## config.mk

```make
export PLATFORM = sky130hd
export DESIGN_NAME = wwd_top
export DESIGN_NICKNAME = d
export VERILOG_FILES = /design/src/shared/wwd_pkg.sv /design/src/logic/wwd_prescaler.sv /design/src/logic/wwd_top.sv
export SDC_FILE = /design/constraint.sdc
export NUM_CORES = 1
export LEC_CHECK = 0
export ABC_AREA = 1
export ABC_CLOCK_PERIOD_IN_PS = 5020
export BUFFER_PORTS_ARGS = -buffer_cell sky130_fd_sc_hd__buf_2
export CAP_MARGIN = 25
export CORE_UTILIZATION = 23
export CTS_BUF_LIST = sky130_fd_sc_hd__clkbuf_8
export DETAILED_ROUTE_END_ITERATION = 8
export PLACE_DENSITY = 0.4
export SYNTH_ARGS = -nofsm -noshare
export SYNTH_HDL_FRONTEND = slang
export SYNTH_SLANG_ARGS = --single-unit
export TNS_END_PERCENT = 100
```

## constraint.sdc

```tcl
create_clock -name ref_clk -period 5.02 [get_ports ref_clk]
set_clock_uncertainty 0.05 [all_clocks]
set_input_delay 0.502 -clock ref_clk [delete_from_list [all_inputs] [get_ports ref_clk]]
set_output_delay 0.502 -clock ref_clk [all_outputs]
set_load 0.02 [all_outputs]
```

## src/shared/wwd_pkg.sv

```systemverilog
// How it works
// - After every reset the watchdog comes up enabled and counting with no software action.
// - The disable and enable commands stop or restart the watchdog in the cycle after they arrive.
// - A counter overflow before a service raises the reset request.
// - A service while the watchdog is enabled and the count is still below the window boundary also raises the reset request.
// - The counter is 16 bits wide and counts up by one on each prescaled tick.
// - The count source is the system clock or the wake-up oscillator, divided by 16384 or 256.
// - Each service loads the counter from the reload value register.
// - Out of reset the timeout is 0.13 s on the 500 kHz wake-up clock.
`default_nettype none
package wwd_pkg;
  // ----------------------------------------------------------------
  // Widths
  // ----------------------------------------------------------------
  localparam int ADDR_W = 8;
  localparam int DATA_W = 32;
  localparam int CNT_W  = 16;
  localparam int PRE_W  = 14;

  // ----------------------------------------------------------------
  // Register offsets
  // ----------------------------------------------------------------
  localparam logic [ADDR_W-1:0] OFF_CTRL   = 8'h00;
  localparam logic [ADDR_W-1:0] OFF_RELOAD = 8'h04;
  localparam logic [ADDR_W-1:0] OFF_WINDOW = 8'h08;
  localparam logic [ADDR_W-1:0] OFF_COUNT  = 8'h0C;
  localparam logic [ADDR_W-1:0] OFF_CMD    = 8'h10;
  localparam logic [ADDR_W-1:0] OFF_STATUS = 8'h14;
  localparam logic [ADDR_W-1:0] OFF_MASK   = 8'h18;

  // ----------------------------------------------------------------
  // Field positions
  // ----------------------------------------------------------------
  localparam int CTRL_CLKSEL = 0;
  localparam int CTRL_DIVSEL = 1;
  localparam int CMD_SERVICE = 0;
  localparam int CMD_DISABLE = 1;
  localparam int CMD_ENABLE  = 2;
  localparam int ST_OVF      = 0;
  localparam int ST_EARLY    = 1;
  localparam int ST_EN       = 2;
  localparam int ST_REQ      = 3;

  // ----------------------------------------------------------------
  // Prescaler limits
  // ----------------------------------------------------------------
  localparam int DIV_HI = 16384;
  localparam int DIV_LO = 256;
  localparam logic [PRE_W-1:0] DIV_HI_MAX = PRE_W'(DIV_HI - 1);
  localparam logic [PRE_W-1:0] DIV_LO_MAX = PRE_W'(DIV_LO - 1);

  // ----------------------------------------------------------------
  // Default timeout on the wake-up clock
  // ----------------------------------------------------------------
  localparam int WAKE_FREQ_KHZ  = 500;
  localparam int DEF_TIMEOUT_US = 130000;
  localparam int DEF_TICKS =
    (DEF_TIMEOUT_US * WAKE_FREQ_KHZ / 1000 + DIV_LO - 1) / DIV_LO;

  // ----------------------------------------------------------------
  // Reset values and answers
  // ----------------------------------------------------------------
  localparam logic [CNT_W-1:0] CNT_MAX    = 16'hFFFF;
  localparam logic [CNT_W-1:0] RELOAD_RST = CNT_W'(65536 - DEF_TICKS);
  localparam logic [CNT_W-1:0] WIN_RST    = 16'h0000;
  localparam logic [1:0]       CTRL_RST   = 2'h3;
  localparam logic [1:0]       MASK_RST   = 2'h0;
  localparam logic [1:0]       RESP_OKAY  = 2'h0;
  localparam logic [1:0]       RESP_SLVERR = 2'h2;
endpackage
`default_nettype wire

```

## src/logic/wwd_prescaler.sv

```systemverilog
`timescale 1ns/10ps
`default_nettype none
module wwd_prescaler
  import wwd_pkg::*;
(
  // Clock and reset
  input  wire logic ref_clk,
  input  wire logic rstN,
  // Control
  input  wire logic srcTick,
  input  wire logic clear,
  input  wire logic divSel,
  // Prescaled tick
  output logic      tick
);
  logic [PRE_W-1:0] cnt_q;
  logic [PRE_W-1:0] cnt_d;
  logic             tick_q;
  wire  [PRE_W-1:0] limit   = divSel ? DIV_LO_MAX : DIV_HI_MAX;
  wire              atLimit = cnt_q == limit;

  assign cnt_d = clear ? '0 : !srcTick ? cnt_q : atLimit ? '0 : cnt_q + 1'b1;
  assign tick  = tick_q;

  always_ff @(posedge ref_clk or negedge rstN) begin
    if (!rstN) begin
      cnt_q  <= '0;
      tick_q <= 1'b0;
    end else begin
      cnt_q  <= cnt_d;
      tick_q <= srcTick && atLimit && !clear;
    end
  end
endmodule // wwd_prescaler
`default_nettype wire

```

## src/logic/wwd_top.sv

```systemverilog
`timescale 1ns/10ps
`default_nettype none
module wwd_top
  import wwd_pkg::*;
(
  // Clock and reset
  input  wire logic              ref_clk,
  input  wire logic              arst_n,
  // Wake-up oscillator clock, asynchronous
  input  wire logic              wakeClk,
  // AXI4-Lite write address
  input  wire logic [ADDR_W-1:0] s_axi_awaddr,
  input  wire logic              s_axi_awvalid,
  output logic                   s_axi_awready,
  // AXI4-Lite write data
  input  wire logic [DATA_W-1:0] s_axi_wdata,
  input  wire logic [3:0]        s_axi_wstrb,
  input  wire logic              s_axi_wvalid,
  output logic                   s_axi_wready,
  // AXI4-Lite write response
  output logic [1:0]             s_axi_bresp,
  output logic                   s_axi_bvalid,
  input  wire logic              s_axi_bready,
  // AXI4-Lite read address
  input  wire logic [ADDR_W-1:0] s_axi_araddr,
  input  wire logic              s_axi_arvalid,
  output logic                   s_axi_arready,
  // AXI4-Lite read data
  output logic [DATA_W-1:0]      s_axi_rdata,
  output logic [1:0]             s_axi_rresp,
  output logic                   s_axi_rvalid,
  input  wire logic              s_axi_rready,
  // To system reset logic and interrupt controller
  output logic                   wdResetReq,
  output logic                   irq
);
  // ----------------------------------------------------------------
  // Reset synchroniser
  // ----------------------------------------------------------------
  logic rstS1_q;
  logic rstN;

  always_ff @(posedge ref_clk or negedge arst_n) begin
    if (!arst_n) begin
      rstS1_q <= 1'b0;
      rstN    <= 1'b0;
    end else begin
      rstS1_q <= 1'b1;
      rstN    <= rstS1_q;
    end
  end

  // ----------------------------------------------------------------
  // Wake clock synchroniser and edge detect
  // ----------------------------------------------------------------
  logic wakeS1_q;
  logic wakeS2_q;
  logic wakeS3_q;
  wire  wakeRise = wakeS2_q && !wakeS3_q;

  always_ff @(posedge ref_clk or negedge rstN) begin
    if (!rstN) begin
      wakeS1_q <= 1'b0;
      wakeS2_q <= 1'b0;
      wakeS3_q <= 1'b0;
    end else begin
      wakeS1_q <= wakeClk;
      wakeS2_q <= wakeS1_q;
      wakeS3_q <= wakeS2_q;
    end
  end

  // ----------------------------------------------------------------
  // Register state
  // ----------------------------------------------------------------
  logic [1:0]       ctrl_q;
  logic [1:0]       ctrl_d;
  logic [CNT_W-1:0] reload_q;
  logic [CNT_W-1:0] reload_d;
  logic [CNT_W-1:0] win_q;
  logic [CNT_W-1:0] win_d;
  logic [1:0]       mask_q;
  logic [1:0]       mask_d;
  logic [1:0]       st_q;
  logic [1:0]       st_d;
  logic [CNT_W-1:0] cnt_q;
  logic [CNT_W-1:0] cnt_d;
  logic             wdEn_q;
  logic             wdEn_d;
  logic             req_q;
  logic             req_d;
  logic             irq_q;
  logic             wrHit;

  // ----------------------------------------------------------------
  // AXI write channel
  // ----------------------------------------------------------------
  logic              awHeld_q;
  logic              awHeld_d;
  logic [ADDR_W-1:0] awAddr_q;
  logic              wHeld_q;
  logic              wHeld_d;
  logic [DATA_W-1:0] wData_q;
  logic [3:0]        wStrb_q;
  logic              bvalid_q;
  logic              bvalid_d;
  logic [1:0]        bresp_q;

  wire awTake = s_axi_awvalid && s_axi_awready;
  wire wTake  = s_axi_wvalid && s_axi_wready;
  wire wrGo   = awHeld_q && wHeld_q && !bvalid_q;

  assign s_axi_awready = !awHeld_q && !bvalid_q;
  assign s_axi_wready  = !wHeld_q && !bvalid_q;
  assign s_axi_bvalid  = bvalid_q;
  assign s_axi_bresp   = bresp_q;

  assign awHeld_d = wrGo ? 1'b0 : awTake ? 1'b1 : awHeld_q;
  assign wHeld_d  = wrGo ? 1'b0 : wTake ? 1'b1 : wHeld_q;
  assign bvalid_d = wrGo ? 1'b1 : (bvalid_q && s_axi_bready) ? 1'b0 : bvalid_q;

  always_ff @(posedge ref_clk or negedge rstN) begin
    if (!rstN) begin
      awHeld_q <= 1'b0;
      wHeld_q  <= 1'b0;
      bvalid_q <= 1'b0;
      bresp_q  <= RESP_OKAY;
      awAddr_q <= '0;
      wData_q  <= '0;
      wStrb_q  <= '0;
    end else begin
      awHeld_q <= awHeld_d;
      wHeld_q  <= wHeld_d;
      bvalid_q <= bvalid_d;
      if (awTake) begin
        awAddr_q <= s_axi_awaddr;
      end
      if (wTake) begin
        wData_q <= s_axi_wdata;
        wStrb_q <= s_axi_wstrb;
      end
      if (wrGo) begin
        bresp_q <= wrHit ? RESP_OKAY : RESP_SLVERR;
      end
    end
  end

  // ----------------------------------------------------------------
  // Write decode
  // ----------------------------------------------------------------
  wire [DATA_W-1:0] wMask = {{8{wStrb_q[3]}}, {8{wStrb_q[2]}},
                             {8{wStrb_q[1]}}, {8{wStrb_q[0]}}};
  wire [DATA_W-1:0] wBits = wData_q & wMask;
  wire wrCtrl   = wrGo && awAddr_q == OFF_CTRL;
  wire wrReload = wrGo && awAddr_q == OFF_RELOAD;
  wire wrWindow = wrGo && awAddr_q == OFF_WINDOW;
  wire wrCount  = wrGo && awAddr_q == OFF_COUNT;
  wire wrCmd    = wrGo && awAddr_q == OFF_CMD;
  wire wrStatus = wrGo && awAddr_q == OFF_STATUS;
  wire wrMaskR  = wrGo && awAddr_q == OFF_MASK;
  assign wrHit  = wrCtrl || wrReload || wrWindow || wrCount
               || wrCmd || wrStatus || wrMaskR;

  wire [CNT_W-1:0] reloadMrg = (reload_q & ~wMask[CNT_W-1:0]) | wBits[CNT_W-1:0];
  wire [CNT_W-1:0] winMrg    = (win_q & ~wMask[CNT_W-1:0]) | wBits[CNT_W-1:0];
  wire [1:0]       ctrlMrg   = (ctrl_q & ~wMask[1:0]) | wBits[1:0];
  wire [1:0]       maskMrg   = (mask_q & ~wMask[1:0]) | wBits[1:0];

  // ----------------------------------------------------------------
  // Commands from AXI writes to the command register
  // ----------------------------------------------------------------
  wire svc    = wrCmd && wBits[CMD_SERVICE];
  wire disCmd = wrCmd && wBits[CMD_DISABLE];
  wire enCmd  = wrCmd && wBits[CMD_ENABLE];

  // ----------------------------------------------------------------
  // Prescaler
  // ----------------------------------------------------------------
  logic tick;
  wire  clkSel  = ctrl_q[CTRL_CLKSEL];
  wire  srcTick = wdEn_q && (clkSel ? wakeRise : 1'b1);

  wwd_prescaler u_pre (
    .ref_clk (ref_clk),
    .rstN    (rstN),
    .srcTick (srcTick),
    .clear   (svc),
    .divSel  (ctrl_q[CTRL_DIVSEL]),
    .tick    (tick)
  );

  // ----------------------------------------------------------------
  // Watchdog core
  // ----------------------------------------------------------------
  wire atMax = cnt_q == CNT_MAX;
  wire ovf   = wdEn_q && tick && atMax && !svc;
  wire early = svc && wdEn_q && cnt_q < win_q;

  assign wdEn_d   = enCmd ? 1'b1 : disCmd ? 1'b0 : wdEn_q;
  assign cnt_d    = svc ? reload_q
                  : (wdEn_q && tick) ? cnt_q + 16'h0001 : cnt_q;
  assign req_d    = req_q || ovf || early;
  assign ctrl_d   = wrCtrl ? ctrlMrg : ctrl_q;
  assign reload_d = wrReload ? reloadMrg : reload_q;
  assign win_d    = wrWindow ? winMrg : win_q;
  assign mask_d   = wrMaskR ? maskMrg : mask_q;

  // ----------------------------------------------------------------
  // Sticky status, set wins over clear
  // ----------------------------------------------------------------
  logic [1:0] stSet;
  wire  [1:0] stClr = wrStatus ? wBits[1:0] : 2'h0;

  assign stSet[ST_OVF]   = ovf;
  assign stSet[ST_EARLY] = early;
  assign st_d            = (st_q & ~stClr) | stSet;

  always_ff @(posedge ref_clk or negedge rstN) begin
    if (!rstN) begin
      wdEn_q   <= 1'b1;
      cnt_q    <= RELOAD_RST;
      reload_q <= RELOAD_RST;
      ctrl_q   <= CTRL_RST;
      win_q    <= WIN_RST;
      mask_q   <= MASK_RST;
      st_q     <= '0;
      req_q    <= 1'b0;
      irq_q    <= 1'b0;
    end else begin
      wdEn_q   <= wdEn_d;
      cnt_q    <= cnt_d;
      reload_q <= reload_d;
      ctrl_q   <= ctrl_d;
      win_q    <= win_d;
      mask_q   <= mask_d;
      st_q     <= st_d;
      req_q    <= req_d;
      irq_q    <= |(st_d & mask_d);
    end
  end

  assign wdResetReq = req_q;
  assign irq        = irq_q;

  // ----------------------------------------------------------------
  // AXI read channel
  // ----------------------------------------------------------------
  logic              rvalid_q;
  logic [DATA_W-1:0] rdata_q;
  logic [1:0]        rresp_q;

  wire rdGo = s_axi_arvalid && s_axi_arready;
  wire [ADDR_W-1:0] rAddr = s_axi_araddr;
  wire [3:0] stRead = {req_q, wdEn_q, st_q};
  wire rdHit = rAddr == OFF_CTRL || rAddr == OFF_RELOAD || rAddr == OFF_WINDOW
            || rAddr == OFF_COUNT || rAddr == OFF_CMD || rAddr == OFF_STATUS
            || rAddr == OFF_MASK;
  wire [DATA_W-1:0] rdMux =
      rAddr == OFF_CTRL   ? DATA_W'(ctrl_q)
    : rAddr == OFF_RELOAD ? DATA_W'(reload_q)
    : rAddr == OFF_WINDOW ? DATA_W'(win_q)
    : rAddr == OFF_COUNT  ? DATA_W'(cnt_q)
    : rAddr == OFF_STATUS ? DATA_W'(stRead)
    : rAddr == OFF_MASK   ? DATA_W'(mask_q)
    : '0;

  assign s_axi_arready = !rvalid_q;
  assign s_axi_rvalid  = rvalid_q;
  assign s_axi_rdata   = rdata_q;
  assign s_axi_rresp   = rresp_q;

  always_ff @(posedge ref_clk or negedge rstN) begin
    if (!rstN) begin
      rvalid_q <= 1'b0;
      rdata_q  <= '0;
      rresp_q  <= RESP_OKAY;
    end else if (rdGo) begin
      rvalid_q <= 1'b1;
      rdata_q  <= rdMux;
      rresp_q  <= rdHit ? RESP_OKAY : RESP_SLVERR;
    end else if (s_axi_rready) begin
      rvalid_q <= 1'b0;
    end
  end
endmodule // wwd_top
`default_nettype wire

```

==> flow_summary.yaml <==
status:
  outcome: "finished clean"
place:
  dp_hpwl_mm: 12.9
  io_buffer_count: 66
  gp_congestion: 0.823
synthesis:
  synthFlopType: "dfrtp_1"
  async_reset_ff_share_pct: 100
  synth_top_area_share_pct: 39.0
  yosys_warnings: 0
  synth.area.top_cells: "dfrtp_1 39%, nand2_1 13%, dfstp_2 8.3%"
  syn_area_um2: 6680
  synth-edff-count: 0
  netlist_instances: 801
  yosysSeqAreaShare_pct: 47.2
  ys_types: 44
  synth.avg_cell_area_um2: 8.34
  netlist.top_cell.by_area: "dfrtp_1"
  ys_seq_elements: 125
sta:
  worst_slew_pin_slew_ns: 0.884
  hold_viol: 0
  timing.fmax_mhz: 460
  slew_headroom_pct: 40.9
  grt_setup_unrepaired: "false"
  maxSlewViolCount: 0
  fin_setup_tns_ns: 0
  period_minus_slack_ns: 2.17
  setup_viol: 0
  finalCritPeriodShare_pct: 43.3
setup_path:
  cp-end-kind: "flip-flop"
  cp.arrival_ns: 2.49
  reg2reg_depth: 7
  cp_num_buf_inv: 1
  path_max_fanout: 21
  critPathSlowestCell: "nand3_2"
  cp_common_cell: "nand2_1"
  worst_path_dominant_cell_family: "simple AND/OR/NAND/NOR gates"
  required_ns: 5.33
  crit_chain: "nor2_4 > nand2_1 > nor3_2 > nand3_2 > clkinv_1 > nand2_1 > o211ai_1"
  path_class: "reg -> reg"
  cp.depth: 7
  cp_slowest_stage_delay_ns: 0.47
  startpoint_type: "flip-flop"
layout:
  final_common_cell: "nand2_1"
  antennaDiodeCount: 0
  layout-drive-gt1-share_pct: 20.0
  final_cell_mix: "235 x nand2_1, 103 x dfrtp_1, 85 x inv_1, 66 x buf_2, 51 x nor2_1"
  syn_to_final_growth_pct: 16.2
  nets: 948
  fin_util_pct: 27.1
clocking:
  cts_sinks: 125
  postCtsResizedCells: 0
  postCtsHoldBufs: 1
  post_cts_buffers: 0
  cts_buffers: 17
  clk_pin_slew_worst_paths_ns: 0.08
  clock_tree.buffer_depth: 2
  htreeDepth: 4
  cts_tree: "yes"
  cts-root-buf: "clkbuf_8"
  clk_latency_ns: 0.45
pwr:
  powerDensity_nw_per_um2: 355
  switching_share_pct: 31.7
  p_switching_uw: 874
  ir_worst_vdd_v: 0.000124
  power_frac_comb_pct: 16.2
  p_seq_share_pct: 47.3
  leakage_nw: 3.76
  clkPwrFrac_pct: 36.5
  p_int_mw: 1.88
detailed_routing:
  post_drt_via_cell_ratio: 4.12
  route.detailed.wl_per_inst_um: 14.0
  vias: 5229
  dr.pass1.iters: 8
  drcViolationCount: 0
  drtAntennaViolNets: 0
  drt-total-wl_mm: 17.7
  drtIter0Drc: 376
grt:
  grt_pass1_vias: 5070
  antenna_found_initial: 0
  grt_pass1_wl_mm: 28.5
  grt_max_degree: 124
  overflow: 0
  grt_use_total_pct: 12.7
min_path:
  hold_class: "in -> reg"
  min_path_cells: 1
floorplanning:
  core-area_um2: 28600
  start_util_pct: 23.3
  dieArea_um2: 29700
  num_rows: 62
  die_w_um: 172
  die_h_um: 172
  io_pins: 103
flow_run:
  maxCapViolations: 0
routing by layer:
metal | wire, um | part of all wire, % | global-route usage [%]
met1 | 9490 | 54 | 19.0
met2 | 7230 | 41 | 17.8
met3 | 791 | 4.5 | 2.98
met4 | 185 | 1.0 | 3.58
met5 | 0 | 0 | 0
power by group through the flow:
stage,registers [mW],logic [mW],clock network [mW]
global placement,1.32,0.452,0
global route,1.33,0.518,1.08
finish,1.30,0.447,1.01
floorplan,1.29,0.347,0
detailed placement,1.33,0.460,0
CTS,1.31,0.461,1.04
worst reg2reg max path, delay by kind of cell, from the launching register on:
| kind | cells | cell delay (ns) |
|---|---|---|
| DFF | 1 | 0.42 |
| buffers and inverters | 1 | 0.43 |
| and+or+nand+nor | 5 | 1.08 |
| AOI/OAI and AO/OA | 1 | 0.11 |
synthesized netlist by cell type, drive strengths merged (2+ instances only):
cell type  number
nand2         242
dfrtp         104
inv            92
nor2           59
o21ai          55
nand3          52
a21oi          34
buf            30
dfstp          21
xor2           18
ha             17
mux2           16
nand4          15
nor3           11
o211ai          6
clkbuf          5
nor4            4
xnor2           4
clkinv          3
o22ai           3
or2             3
conb            2
o2111ai         2
cells by family after synthesis:
family | Yosys count | synth area share [%]
multiplexers | 16 | 2.70
other | 2 | 0.112
XOR/XNOR | 22 | 2.89
flip-flops | 125 | 47.2
adder cells (fa/ha/maj) | 17 | 3.19
buffers and inverters | 130 | 9.41
AO/OA/AOI/OAI | 103 | 8.47
AND/OR/NAND/NOR | 386 | 26.0
layout make-up:
type,count,area [um^2]
Inverter,95,358
Clock buffer,18,248
Tap cell,384,480
Sequential cell,125,3160
Timing Repair Buffer,69,368
Clock inverter,14,191
Fill cell,3157,20900
Multi-Input combinational cell,563,2960
stage by stage:
| stage | total power, mW | area [um^2] | std cells | hold slack, ns | setup slack, ns |
|---|---|---|---|---|---|
| floorplan | 1.64 | 6740 | 818 | 0.156 | 1.27 |
| global placement | 1.78 | 7310 | 1235 | 0.237 | 2.76 |
| detailed placement | 1.79 | 7310 | 1235 | 0.241 | 2.75 |
| CTS | 2.81 | 7760 | 1268 | 0.0952 | 2.80 |
| global route | 2.93 | 7760 | 1268 | 0.0892 | 2.62 |
| finish | 2.76 | 7760 | 1268 | 0.118 | 2.85 |
final timing paths:
path	to	startpoint	slack, ns
max	cnt_q[1]$_DFFE_PN1P_	awAddr_q[1]$_DFFE_PN0P_	2.85
min	wakeS1_q$_DFF_PN0_	wakeClk	0.12
max reg2reg	cnt_q[1]$_DFFE_PN1P_	awAddr_q[1]$_DFFE_PN0P_	2.85
min reg2reg	wakeS2_q$_DFF_PN0_	wakeS1_q$_DFF_PN0_	0.31
max in group asynchronous	st_q[1]$_DFF_PN0_	rstN$_DFF_PN0_	3.99
min in group asynchronous	rstN$_DFF_PN0_	arst_n	0.30
No activity file was read; power rests on OpenSTA's default activity.
